`config.mk`:
```
export PLATFORM = sky130hd
export DESIGN_NAME = charger_control_sequencer
export DESIGN_NICKNAME = d
export VERILOG_FILES = /design/src/input_sync.v /design/src/charger_control_sequencer.v
export VERILOG_INCLUDE_DIRS = /design/src /design/src/src
export SDC_FILE = /design/constraint.sdc
export NUM_CORES = 1
export LEC_CHECK = 0
export ABC_CLOCK_PERIOD_IN_PS = 7100
export BUFFER_PORTS_ARGS = -buffer_cell sky130_fd_sc_hd__buf_2
export CAP_MARGIN = 5
export CORE_MARGIN = 4
export CORE_UTILIZATION = 43
export CTS_BUF_LIST = sky130_fd_sc_hd__clkbuf_16
export DETAILED_ROUTE_END_ITERATION = 10
export PLACE_DENSITY = 0.72
export SYNTH_ARGS = -nofsm -noshare
export SYNTH_HDL_FRONTEND = slang
export SYNTH_SLANG_ARGS = --single-unit
```
`constraint.sdc`:
```
create_clock -name mclk -period 7.1 [get_ports mclk]
set_input_delay 1.065 -clock mclk [delete_from_list [all_inputs] [get_ports mclk]]
set_output_delay 1.065 -clock mclk [all_outputs]
set_load 0.005 [all_outputs]
```
`src/charger_defines.vh`:
```
// Constants for the charger control sequencer
`ifndef CHARGER_DEFINES_VH
`define CHARGER_DEFINES_VH

// ****************************************
// Clock and timebase
// ****************************************
`define CLK_PERIOD_NS 8
`define TICK_PERIOD_NS 1000000
`define TICK_CYCLES_DEF ((`TICK_PERIOD_NS + `CLK_PERIOD_NS - 1) / `CLK_PERIOD_NS)

// ****************************************
// Safety and taper limits in timebase ticks
// ****************************************
`define PRECHG_TIME_TICKS 32'h001B7740
`define FAST_TIME_TICKS 32'h00FFFFFF
`define TAPER_TIME_TICKS 32'h001B7740

// ****************************************
// Sequencer states
// ****************************************
`define ST_SLEEP 3'h0
`define ST_OFF 3'h1
`define ST_PRE 3'h2
`define ST_FAST 3'h3
`define ST_DONE 3'h4
`define ST_FAULT 3'h5

// ****************************************
// Register byte addresses
// ****************************************
`define REG_CTRL 8'h00
`define REG_STATUS 8'h04
`define REG_IRQ_STAT 8'h08
`define REG_IRQ_MASK 8'h0C

// ****************************************
// Field positions and reset values
// ****************************************
`define CTRL_RESTART_BIT 0
`define CTRL_INHIBIT_BIT 1
`define IRQ_FAULT_BIT 0
`define IRQ_DONE_BIT 1
`define IRQ_SUSPEND_BIT 2
`define IRQ_SLEEP_BIT 3
`define IRQ_MASK_RST 4'h0
`define CTRL_INHIBIT_RST 1'b0
`define RESP_OKAY 2'h0
`define RESP_SLVERR 2'h2

`endif

```
`src/input_sync.v`:
```
// Three-stage pin synchroniser with agreement filter
`timescale 1ns/1ps
`default_nettype none

module input_sync #(
  parameter WIDTH = 1,
  parameter [WIDTH-1:0] INIT = {WIDTH{1'b0}}
) (
  input wire mclk,
  input wire rst,
  input wire [WIDTH-1:0] din,
  output reg [WIDTH-1:0] dout
);

  reg [WIDTH-1:0] ff1_r;
  reg [WIDTH-1:0] ff2_r;
  reg [WIDTH-1:0] ff3_r;

  // Output follows only bits where stages two and three agree
  always @(posedge mclk) begin
    if (rst) begin
      ff1_r <= INIT;
      ff2_r <= INIT;
      ff3_r <= INIT;
      dout <= INIT;
    end else begin
      ff1_r <= din;
      ff2_r <= ff1_r;
      ff3_r <= ff2_r;
      dout <= (ff3_r & ~(ff2_r ^ ff3_r)) | (dout & (ff2_r ^ ff3_r));
    end
  end

endmodule

`default_nettype wire

```
`src/charger_control_sequencer.v`:
```
// Charge control sequencer with AXI4-Lite registers and interrupt
// Contract
// - Adapter-good indication driven on while adapter comparator reports valid supply.
// - Adapter-good indication released while in sleep mode.
// - Enable low permits charging; enable high stops charging into low-power state.
// - Enable falling edge resets all charge timers and clears timer faults.
// - Timer-taper enable low runs fast and taper timers; high disables both.
// - Fast-timer-enable variant gates only the shared precharge and fast-charge safety timer.
// - Junction over-limit suspends charging until cooled about 15 degrees below.
// - Fault above recharge threshold waits for battery to drop, then restarts.
// - Reset or toggling either enable input clears a latched timer fault; with HAS_FAST_TE set, only toggling charge enable clears it.
// - Fault below recharge threshold turns probe current on while below.
// - Battery rising above threshold drops probe, then follows above-threshold recovery.
// - Two open-drain status outputs encode precharge, fast, done, else both off.
// - Battery temperature out of window suspends charging, holding timers unreset.
// - Safety timer expiring before termination turns charger off, reports fault.
// - Both supplies absent puts the device into sleep mode.
`timescale 1ns/1ps
`default_nettype none
`include "charger_defines.vh"

module charger_control_sequencer #(
  parameter [31:0] TICK_CYCLES = `TICK_CYCLES_DEF,
  parameter [31:0] PRECHG_TICKS = `PRECHG_TIME_TICKS,
  parameter [31:0] FAST_TICKS = `FAST_TIME_TICKS,
  parameter [31:0] TAPER_TICKS = `TAPER_TIME_TICKS,
  parameter HAS_FAST_TE = 0
) (
  input wire mclk,
  input wire rst,
  input wire adapter_ok,
  input wire usb_ok,
  input wire charge_enable_n,
  input wire timer_taper_enable_n,
  input wire fast_timer_enable_n,
  input wire junction_over,
  input wire junction_cooled,
  input wire batt_temp_ok,
  input wire batt_above_rch,
  input wire batt_above_lowv,
  input wire taper_detect,
  input wire term_detect,
  output reg adapter_good_n_o,
  output reg adapter_good_n_oe_n,
  output reg charge_state_a_o,
  output reg charge_state_a_oe_n,
  output reg charge_state_b_o,
  output reg charge_state_b_oe_n,
  output reg power_switch_on,
  output reg fault_probe_on,
  output reg irq,
  input wire [7:0] s_axi_awaddr,
  input wire s_axi_awvalid,
  output reg s_axi_awready,
  input wire [31:0] s_axi_wdata,
  input wire [3:0] s_axi_wstrb,
  input wire s_axi_wvalid,
  output reg s_axi_wready,
  output reg [1:0] s_axi_bresp,
  output reg s_axi_bvalid,
  input wire s_axi_bready,
  input wire [7:0] s_axi_araddr,
  input wire s_axi_arvalid,
  output reg s_axi_arready,
  output reg [31:0] s_axi_rdata,
  output reg [1:0] s_axi_rresp,
  output reg s_axi_rvalid,
  input wire s_axi_rready
);

  // ****************************************
  // Functions
  // ****************************************
  function [31:0] bump;
    input [31:0] cnt;
    begin
      bump = (cnt == 32'hFFFFFFFF) ? cnt : cnt + 32'h00000001;
    end
  endfunction

  function is_mapped;
    input [7:0] addr;
    begin
      case ({addr[7:2], 2'b00})
        `REG_CTRL, `REG_STATUS, `REG_IRQ_STAT, `REG_IRQ_MASK: is_mapped = 1'b1;
        default: is_mapped = 1'b0;
      endcase
    end
  endfunction

  // ****************************************
  // Declarations
  // ****************************************
  wire [11:0] sync_w;
  wire adapter_s;
  wire usb_s;
  wire ce_n_s;
  wire tte_n_s;
  wire te_n_s;
  wire jover_s;
  wire jcool_s;
  wire btemp_s;
  wire above_rch_s;
  wire above_lowv_s;
  wire taper_s;
  wire term_s;
  reg ce_n_d_r;
  reg tte_n_d_r;
  reg thermal_hold_r;
  reg susp_d_r;
  reg [31:0] tick_cnt_r;
  reg tick_r;
  reg [31:0] chg_cnt_r;
  reg [31:0] taper_cnt_r;
  reg [2:0] state_r;
  reg [2:0] state_nxt;
  reg fault_high_r;
  reg fault_high_nxt;
  reg ctrl_restart_r;
  reg ctrl_inhibit_r;
  reg [3:0] irq_stat_r;
  reg [3:0] irq_mask_r;
  reg [7:0] aw_addr_r;
  reg aw_have_r;
  reg [31:0] w_data_r;
  reg [3:0] w_strb_r;
  reg w_have_r;
  reg [31:0] rd_mux;

  // ****************************************
  // Pin synchronisers
  // ****************************************
  input_sync #(
    .WIDTH(12),
    .INIT(12'h00C)
  ) u_sync (
    .mclk(mclk),
    .rst(rst),
    .din({term_detect, taper_detect, batt_above_lowv, batt_above_rch,
      batt_temp_ok, junction_cooled, junction_over, fast_timer_enable_n,
      timer_taper_enable_n, charge_enable_n, usb_ok, adapter_ok}),
    .dout(sync_w)
  );

  assign adapter_s = sync_w[0];
  assign usb_s = sync_w[1];
  assign ce_n_s = sync_w[2];
  assign tte_n_s = sync_w[3];
  assign te_n_s = sync_w[4];
  assign jover_s = sync_w[5];
  assign jcool_s = sync_w[6];
  assign btemp_s = sync_w[7];
  assign above_rch_s = sync_w[8];
  assign above_lowv_s = sync_w[9];
  assign taper_s = sync_w[10];
  assign term_s = sync_w[11];

  // ****************************************
  // Qualifiers
  // ****************************************
  wire ce_fall = ce_n_d_r & ~ce_n_s;
  wire tte_tog = (HAS_FAST_TE == 0) & (tte_n_d_r ^ tte_n_s);
  wire restart = ce_fall | tte_tog | ctrl_restart_r;
  wire fast_tmr_en = (HAS_FAST_TE != 0) ? ~te_n_s : ~tte_n_s;
  wire taper_en = (HAS_FAST_TE != 0) ? 1'b1 : ~tte_n_s;
  wire suspended = thermal_hold_r | ~btemp_s;
  wire sleep_req = ~adapter_s & ~usb_s;
  wire enable = ~ce_n_s & ~ctrl_inhibit_r;
  wire in_chg = (state_r == `ST_PRE) | (state_r == `ST_FAST);
  wire [31:0] chg_limit = (state_r == `ST_PRE) ? PRECHG_TICKS : FAST_TICKS;
  wire chg_expired = fast_tmr_en & ~suspended & (chg_cnt_r >= chg_limit);
  wire taper_done = taper_en & taper_s & (taper_cnt_r >= TAPER_TICKS);
  wire [2:0] start_st = above_lowv_s ? `ST_FAST : `ST_PRE;

  always @(posedge mclk) begin
    if (rst) begin
      ce_n_d_r <= 1'b1;
      tte_n_d_r <= 1'b1;
      thermal_hold_r <= 1'b0;
      susp_d_r <= 1'b0;
    end else begin
      ce_n_d_r <= ce_n_s;
      tte_n_d_r <= tte_n_s;
      susp_d_r <= suspended;
      if (jover_s) begin
        thermal_hold_r <= 1'b1;
      end else if (jcool_s) begin
        thermal_hold_r <= 1'b0;
      end
    end
  end

  // ****************************************
  // Timebase and charge timers
  // ****************************************
  always @(posedge mclk) begin
    if (rst) begin
      tick_cnt_r <= 32'h00000000;
      tick_r <= 1'b0;
    end else if (tick_cnt_r >= TICK_CYCLES - 32'h00000001) begin
      tick_cnt_r <= 32'h00000000;
      tick_r <= 1'b1;
    end else begin
      tick_cnt_r <= tick_cnt_r + 32'h00000001;
      tick_r <= 1'b0;
    end
  end

  always @(posedge mclk) begin
    if (rst || restart || state_nxt != state_r) begin
      chg_cnt_r <= 32'h00000000;
      taper_cnt_r <= 32'h00000000;
    end else begin
      if (!fast_tmr_en) begin
        chg_cnt_r <= 32'h00000000;
      end else if (tick_r && in_chg && !suspended) begin
        chg_cnt_r <= bump(chg_cnt_r);
      end
      if (!taper_en || !taper_s) begin
        taper_cnt_r <= 32'h00000000;
      end else if (tick_r && state_r == `ST_FAST && !suspended) begin
        taper_cnt_r <= bump(taper_cnt_r);
      end
    end
  end

  // ****************************************
  // Sequencer
  // ****************************************
  always @* begin
    state_nxt = state_r;
    fault_high_nxt = fault_high_r;
    if (sleep_req) begin
      state_nxt = `ST_SLEEP;
    end else if (!enable) begin
      state_nxt = `ST_OFF;
    end else begin
      case (state_r)
        `ST_SLEEP, `ST_OFF: begin
          state_nxt = start_st;
        end
        `ST_PRE, `ST_FAST: begin
          if (chg_expired) begin
            state_nxt = `ST_FAULT;
            fault_high_nxt = above_rch_s;
          end else if (!suspended && state_r == `ST_PRE && above_lowv_s) begin
            state_nxt = `ST_FAST;
          end else if (!suspended && state_r == `ST_FAST && (term_s || taper_done)) begin
            state_nxt = `ST_DONE;
          end
        end
        `ST_DONE: begin
          if (!above_rch_s) begin
            state_nxt = start_st;
          end
        end
        `ST_FAULT: begin
          if (restart) begin
            state_nxt = start_st;
          end else if (fault_high_r && !above_rch_s) begin
            state_nxt = start_st;
          end else if (!fault_high_r && above_rch_s) begin
            fault_high_nxt = 1'b1;
          end
        end
        default: begin
          state_nxt = `ST_SLEEP;
        end
      endcase
    end
  end

  wire chg_nxt = ((state_nxt == `ST_PRE) | (state_nxt == `ST_FAST)) & ~suspended;
  wire stat_a_on = chg_nxt;
  wire stat_b_on = (chg_nxt & (state_nxt == `ST_PRE)) | (state_nxt == `ST_DONE);

  always @(posedge mclk) begin
    if (rst) begin
      state_r <= `ST_SLEEP;
      fault_high_r <= 1'b0;
      adapter_good_n_o <= 1'b0;
      adapter_good_n_oe_n <= 1'b1;
      charge_state_a_o <= 1'b0;
      charge_state_a_oe_n <= 1'b1;
      charge_state_b_o <= 1'b0;
      charge_state_b_oe_n <= 1'b1;
      power_switch_on <= 1'b0;
      fault_probe_on <= 1'b0;
    end else begin
      state_r <= state_nxt;
      fault_high_r <= fault_high_nxt;
      adapter_good_n_oe_n <= ~(adapter_s & (state_nxt != `ST_SLEEP));
      charge_state_a_oe_n <= ~stat_a_on;
      charge_state_b_oe_n <= ~stat_b_on;
      power_switch_on <= chg_nxt;
      fault_probe_on <= (state_nxt == `ST_FAULT) & ~fault_high_nxt & ~above_rch_s;
    end
  end

  // ****************************************
  // Interrupt status and output
  // ****************************************
  wire [3:0] ev;
  assign ev[`IRQ_FAULT_BIT] = (state_nxt == `ST_FAULT) & (state_r != `ST_FAULT);
  assign ev[`IRQ_DONE_BIT] = (state_nxt == `ST_DONE) & (state_r != `ST_DONE);
  assign ev[`IRQ_SUSPEND_BIT] = in_chg & suspended & ~susp_d_r;
  assign ev[`IRQ_SLEEP_BIT] = (state_nxt == `ST_SLEEP) & (state_r != `ST_SLEEP);

  wire wr_fire = aw_have_r & w_have_r & ~s_axi_bvalid;
  wire [7:0] wr_word = {aw_addr_r[7:2], 2'b00};
  wire wr_lo = wr_fire & w_strb_r[0];
  wire [3:0] w1c = (wr_lo && wr_word == `REG_IRQ_STAT) ? w_data_r[3:0] : 4'h0;

  always @(posedge mclk) begin
    if (rst) begin
      irq_stat_r <= 4'h0;
      irq <= 1'b0;
    end else begin
      irq_stat_r <= (irq_stat_r & ~w1c) | ev;
      irq <= |(irq_stat_r & irq_mask_r);
    end
  end

  // ****************************************
  // AXI4-Lite write channel
  // ****************************************
  always @(posedge mclk) begin
    if (rst) begin
      aw_addr_r <= 8'h00;
      aw_have_r <= 1'b0;
      w_data_r <= 32'h00000000;
      w_strb_r <= 4'h0;
      w_have_r <= 1'b0;
      s_axi_awready <= 1'b0;
      s_axi_wready <= 1'b0;
      s_axi_bvalid <= 1'b0;
      s_axi_bresp <= `RESP_OKAY;
      ctrl_restart_r <= 1'b0;
      ctrl_inhibit_r <= `CTRL_INHIBIT_RST;
      irq_mask_r <= `IRQ_MASK_RST;
    end else begin
      ctrl_restart_r <= 1'b0;
      if (s_axi_awvalid && s_axi_awready) begin
        aw_addr_r <= s_axi_awaddr;
        aw_have_r <= 1'b1;
        s_axi_awready <= 1'b0;
      end else if (!aw_have_r && !s_axi_bvalid) begin
        s_axi_awready <= 1'b1;
      end
      if (s_axi_wvalid && s_axi_wready) begin
        w_data_r <= s_axi_wdata;
        w_strb_r <= s_axi_wstrb;
        w_have_r <= 1'b1;
        s_axi_wready <= 1'b0;
      end else if (!w_have_r && !s_axi_bvalid) begin
        s_axi_wready <= 1'b1;
      end
      if (wr_fire) begin
        aw_have_r <= 1'b0;
        w_have_r <= 1'b0;
        s_axi_bvalid <= 1'b1;
        s_axi_bresp <= is_mapped(aw_addr_r) ? `RESP_OKAY : `RESP_SLVERR;
        if (wr_lo && wr_word == `REG_CTRL) begin
          ctrl_restart_r <= w_data_r[`CTRL_RESTART_BIT];
          ctrl_inhibit_r <= w_data_r[`CTRL_INHIBIT_BIT];
        end
        if (wr_lo && wr_word == `REG_IRQ_MASK) begin
          irq_mask_r <= w_data_r[3:0];
        end
      end else if (s_axi_bvalid && s_axi_bready) begin
        s_axi_bvalid <= 1'b0;
      end
    end
  end

  // ****************************************
  // AXI4-Lite read channel
  // ****************************************
  always @* begin
    rd_mux = 32'h00000000;
    case ({s_axi_araddr[7:2], 2'b00})
      `REG_CTRL: rd_mux = {30'h00000000, ctrl_inhibit_r, 1'b0};
      `REG_STATUS: rd_mux = {24'h000000, fast_tmr_en, power_switch_on,
        fault_probe_on, thermal_hold_r, suspended, state_r};
      `REG_IRQ_STAT: rd_mux = {28'h0000000, irq_stat_r};
      `REG_IRQ_MASK: rd_mux = {28'h0000000, irq_mask_r};
      default: rd_mux = 32'h00000000;
    endcase
  end

  always @(posedge mclk) begin
    if (rst) begin
      s_axi_arready <= 1'b0;
      s_axi_rvalid <= 1'b0;
      s_axi_rdata <= 32'h00000000;
      s_axi_rresp <= `RESP_OKAY;
    end else if (s_axi_arvalid && s_axi_arready) begin
      s_axi_arready <= 1'b0;
      s_axi_rvalid <= 1'b1;
      s_axi_rdata <= rd_mux;
      s_axi_rresp <= is_mapped(s_axi_araddr) ? `RESP_OKAY : `RESP_SLVERR;
    end else if (s_axi_rvalid && s_axi_rready) begin
      s_axi_rvalid <= 1'b0;
      s_axi_arready <= 1'b1;
    end else if (!s_axi_rvalid) begin
      s_axi_arready <= 1'b1;
    end
  end

endmodule

`default_nettype wire

```
Word-level counts from Yosys, hierarchy flattened:

Cells that the tools add are included.

* eq/ne operators: 21
* add/subtract/negate cells: 3
* bitwise logic cells: 54
* multiplexer cells: 37
* reductions and logical operators: 58
* order comparisons: 3

Operator list (count)
* adder 32 x 1 -> 32 bit (second input constant): 3
* == test 32 bit (second input constant): 2
* >= comparator 32 x 17 -> 1 bit (second input constant): 1
* >= comparator 32 x 21 -> 1 bit (second input constant): 1
* >= comparator 32 x 24 -> 1 bit: 1
* one-hot mux 8 bit (4 select lines): 1
* AND 12 bit: 2
* == test 6 x 2 -> 1 bit (second input constant): 4
* 2-to-1 mux 24 bit: 1
* 2-to-1 mux 3 bit: 8
* 2-to-1 mux 1 bit: 22
* AND 1 bit: 20
* logical AND 1 bit: 20
* NOT 1 bit: 18
* OR reduction 2 bit: 9
* == test 3 x 2 -> 1 bit (second input constant): 4
* == test 3 bit (second input constant): 4
* == test 6 x 1 -> 1 bit (second input constant): 2
* logical NOT 6 bit: 2
* NOT 12 bit: 1
* bitwise OR 12 bit: 1
* one-hot mux 3 bit (4 select lines): 1
* OR reduction 4 bit: 3
* bitwise XOR 12 bit: 1
* 20 further kinds: 44

* logic and storage cells: 213
* bits of input ports: 71
* output and inout port bits: 50
* bits in registers: 225

Longest topological paths before layout:

* word-level depth: 17
* depth in mapped cells: 11
* depth with buffers taken out: 10

Modules after synthesis:

From an unflattened synthesis, not the netlist that was laid out.

* cells, all modules: 928
* area total of the unflattened synthesis: 8635.8 um^2

By module, submodules not included
* charger_control_sequencer: area an instance 7241.9 um^2, times used 1, cells an instance 803, seq. area each 2982.9 um^2
* input_sync: area an instance 1393.8 um^2, times used 1, cells an instance 125, seq. area each 960.9 um^2

Least setup slack after synthesis:

OpenSTA, ideal clock, no wires.

* path type: reg2reg
* start: reg state_r[1]
* end: reg chg_cnt_r[11]
* stages on the path, launching flop included: 12
* path buffers: 1
* period minus slack after synthesis: 2.961 ns
* required time: 6.956 ns
* path slack: 4.139 ns
* arrival time: 2.816 ns
* cell sequence: dfxtp_1 or3b_4 inv_2 ha_1 and3_1 o32ai_1 a2111oi_2 nor3_1 nor2_4 nor2_2 buf_6 nor4_2

* word-level cells in the longest chain between the ends: 12
* elaborated cells on any way between the ends: 31

Ends and longest elaborated chain
* from (decl): RTL line charger_control_sequencer.v:115 `reg [2:0] state_r;`
* from (signal assigned): RTL line charger_control_sequencer.v:279 `` state_r <= `ST_SLEEP; ``
* from (signal assigned): RTL line charger_control_sequencer.v:290 `state_r <= state_nxt;`
* parallel branches: the longest is 12 deep, another holds >= comparator 32 x 24 -> 1 bit
* to (signal assigned): RTL line charger_control_sequencer.v:217 `chg_cnt_r <= bump(chg_cnt_r);`
* to (decl): RTL line charger_control_sequencer.v:113 `reg [31:0] chg_cnt_r;`

Parallel ways; which one is timed is not known.
A chain may end at the register's enable or synchronous reset.

Worst setup path after layout:

* start: reg state_r[1]
* end: reg taper_cnt_r[31]

* word-level cells in the longest chain between the ends: 12
* elaborated cells on any way between the ends: 30

Ends and longest elaborated chain
* parallel branches: the longest is 12 deep, another holds >= comparator 32 x 24 -> 1 bit
* to (signal assigned): RTL line charger_control_sequencer.v:222 `taper_cnt_r <= bump(taper_cnt_r);`
* to (decl): RTL line charger_control_sequencer.v:114 `reg [31:0] taper_cnt_r;`

Parallel ways; which one is timed is not known.

==> impl_metrics.json <==
{
  "synth_area_sq_um": 9040,
  "async_flop_share_pct": 0,
  "die_x_um": 153,
  "switchingPower_mw": 0.543,
  "yosysUniqueCellTypes": 78,
  "synth_mux_area_share_pct": 1.16,
  "synth_top_cell_by_area": "dfxtp_1",
  "finalCriticalPeriod_ns": 3.96,
  "holdBufCountCts": 0,
  "maxSlewViolCount": 0,
  "tritoncts": "yes",
  "routed_wl_um": 18500,
  "htree_levels": 4,
  "post_cts_buffers": 0,
  "core_sq_um": 20400,
  "n_antenna_cell": 0,
  "required_ns": 7.38,
  "worst_pin_slew_ns": 1.06,
  "synthFlopType": "dfxtp_1",
  "ys_top_cells_by_area": "dfxtp_1, nor4_2, xnor2_1, nand2_1, nor2_1",
  "cts_root_buffer": "clkbuf_16",
  "hold_viol": 0,
  "yosysTopAreaCellShare_pct": 42.7,
  "die_h_um": 153,
  "viasPerCell": 5.31,
  "leakagePower_nw": 3.27,
  "synthSimpleGateAreaFrac_pct": 31.9,
  "antenna_found_initial": 0,
  "p_per_area_nw_per_um2": 216,
  "swShare_pct": 25.2,
  "synthAdderAreaFrac_pct": 1.80,
  "worstSetupStartpointType": "flop",
  "io_buffers": 55,
  "post_layout_nonfiller_instances": 1290,
  "num_vias": 6845,
  "grt_use_met3_pct": 3.22,
  "yosysSeqAreaShare_pct": 42.7,
  "grt_pass1_wl_um": 31100,
  "layout.nets": 1091,
  "worstSkewPairLatency_ns": 0.43,
  "critPathKind": "reg2reg",
  "wl_per_cell_um": 14.3,
  "hp-class": "reg2reg",
  "area_delta_synth_final_pct": 10.3,
  "fmax_mhz": 252,
  "initial_core_util_pct": 44.3,
  "cts_buffer_depth": 2,
  "top_usage_layer": "met2",
  "cp.arrival_ns": 4.24,
  "ir_drop_mv": 0.193,
  "grt_max_degree": 65,
  "synth-compound-area-share_pct": 8.14,
  "rsz0062_at_grt": "no",
  "path_clk_slew_ns": 0.08,
  "status": "completed",
  "grtUsageMet1_pct": 20.4,
  "maxCapViolCount": 0,
  "synth_xor_area_share_pct": 7.55,
  "pin_count": 121,
  "intPower_mw": 1.61,
  "final_antenna_net_count": 0,
  "drc_errors": 0,
  "gp_congestion": 0.850,
  "detailedRoute.firstPassIterationCount": 5,
  "synth-seq-cells": 193,
  "grt-ovfl-total": 0,
  "relSlewSlack_pct": 29.2,
  "synth_area_per_cell_sq_um": 9.38,
  "critical_path.max_fanout": 64,
  "synth_edf_count": 0,
  "cts_made_buffers": 17,
  "grt_pass1_vias": 6452,
  "dpl.hpwl_um": 12600,
  "skew_ns": 0.00969,
  "cts_resized": 0,
  "synth_cells": 964,
  "end_kind": "flop",
  "power_frac_comb_pct": 2.9,
  "finalSetupViolCount": 0,
  "p_seq_share_pct": 51.7,
  "clockPowerShare_pct": 45.4,
  "timing.final.crit_share_pct": 55.8,
  "clkSinkCount": 193,
  "grt.total_usage_pct": 15.5,
  "drtIter0Drc": 405,
  "yosysWarningCount": 0,
  "row_count": 52,
  "drive_above_1_share_pct": 18.4,
  "fp.dieArea_sq_um": 23400,
  "synth_top_family_by_area": "simple AND/OR/NAND/NOR gates",
  "numPlacedInstances": 1258,
  "fin_tns_setup_ns": 0,
  "grt_util_met2_pct": 26.1
}
-- synth_stat cells, types with 4 or more instances --
| cell | number |
|---|---|
| buf_1 | 5 |
| clkbuf_1 | 27 |
| nor4_1 | 26 |
| dfxtp_1 | 193 |
| o21ai_0 | 23 |
| and4_1 | 9 |
| and2_1 | 8 |
| mux2i_1 | 6 |
| buf_6 | 12 |
| or2_2 | 11 |
| a22oi_1 | 5 |
| nor2_1 | 68 |
| o32ai_1 | 4 |
| nor3_1 | 29 |
| nand3_1 | 50 |
| xnor2_1 | 56 |
| nor3b_1 | 4 |
| or3_1 | 5 |
| xor2_1 | 22 |
| and3_1 | 12 |
| buf_4 | 31 |
| nand4_1 | 22 |
| nor4_2 | 58 |
| nand2b_1 | 5 |
| a22o_1 | 4 |
| inv_1 | 24 |
| or4_1 | 8 |
| a21oi_1 | 46 |
| ha_1 | 13 |
| nor2b_1 | 33 |
| nand2_1 | 79 |
-- cells by family after synthesis --
| group | Yosys count |
|---|---|
| multiplexers | 9 |
| XOR/XNOR | 78 |
| flip-flops | 193 |
| adder cells (fa/ha/maj) | 13 |
| AND/OR/NAND/NOR | 453 |
| buffers and inverters | 104 |
| other | 1 |
| AO/OA/AOI/OAI | 113 |
-- final timing paths --
kind,from,endpoint,slack (ns),cells after the start
min,u_sync.ff1_r[3]$_SDFF_PP1_,u_sync.ff2_r[3]$_SDFF_PP1_,0.42,1
max,state_r[1]$_SDFF_PP0_,taper_cnt_r[31]$_SDFFE_PP0P_,3.14,10
max reg2reg,state_r[1]$_SDFF_PP0_,taper_cnt_r[31]$_SDFFE_PP0P_,3.14,10
min reg2reg,u_sync.ff1_r[3]$_SDFF_PP1_,u_sync.ff2_r[3]$_SDFF_PP1_,0.42,1
-- sequential cells by signal (all words and copies together), names as in the netlist, 3 cells and up, named ones only --
register / flops
taper_cnt_r: 32
state_r: 3
s_axi_rdata: 8
u_sync.ff3_r: 11
w_data_r: 4
u_sync.ff1_r: 11
u_sync.ff2_r: 11
irq_mask_r: 4
tick_cnt_r: 32
chg_cnt_r: 32
aw_addr_r: 6
irq_stat_r: 4
-- cell type report --
| cell class | instances | area (sq um) |
|---|---|---|
| clock buffer | 17 | 425 |
| inverter | 25 | 93.8 |
| clock inverter | 15 | 201 |
| tap | 270 | 338 |
| fill | 1935 | 10500 |
| multi-input combinational | 710 | 4740 |
| sequential | 193 | 3860 |
| timing repair buffer | 60 | 313 |
-- critical path: stages, from the launching register on --
cell       delay [ns]
dfxtp_1          0.69
or3b_4           0.48
inv_2            0.21
ha_1             0.20
nor4bb_1         0.28
o32ai_1          0.15
a2111oi_2        0.47
o21ai_2          0.12
a211oi_4         0.20
buf_4            0.83
nor4_1           0.14
-- per-layer routing --
layer,wire length [um],up-vias
met4,180,0
met1,8700,3282
li1,-,3446
met3,590,17
met2,8980,100
met5,0,-
-- power by group through the flow --
stage / sequential [mW] / clock (mW) / combinational, mW
6_report: 1.11 / 0.979 / 0.0636
2_1_floorplan: 1.13 / 0 / 0.0615
4_1_cts: 1.11 / 1.00 / 0.0638
5_1_grt: 1.12 / 1.05 / 0.0722
3_3_place_gp: 1.14 / 0 / 0.0628
3_5_place_dp: 1.14 / 0 / 0.0637
-- per-stage QoR --
stage	util (%)	total power [mW]	hold WS [ns]	worst slack [ns]	cell area, sq um
floorplan	-	1.20	0.389	4.14	9210
global placement	45.8	1.20	0.399	3.20	9350
detailed placement	45.8	1.20	0.409	3.19	9350
CTS	48.8	2.18	0.427	3.17	9980
global route	48.8	2.24	0.431	2.92	9980
finish	48.8	2.16	0.423	3.14	9980
-- cell usage in the layout (no fill, tap or decap), types with 6 or more instances in the layout --
cell type / count
dfxtp_1: 192
nand2_1: 79
nor2_1: 68
nor4_2: 58
xnor2_1: 56
buf_2: 55
nand3_1: 50
a21oi_1: 46
conb_1: 44
nor2b_1: 33
nor3_1: 29
nor4_1: 26
inv_1: 24
o21ai_0: 23
nand4_1: 22
xor2_1: 22
clkbuf_16: 17
ha_1: 13
and3_1: 12
or2_2: 11
and4_1: 9
or4_1: 8
and2_1: 8
mux2i_1: 6
Note: power is estimated with default switching activity, not from simulation.
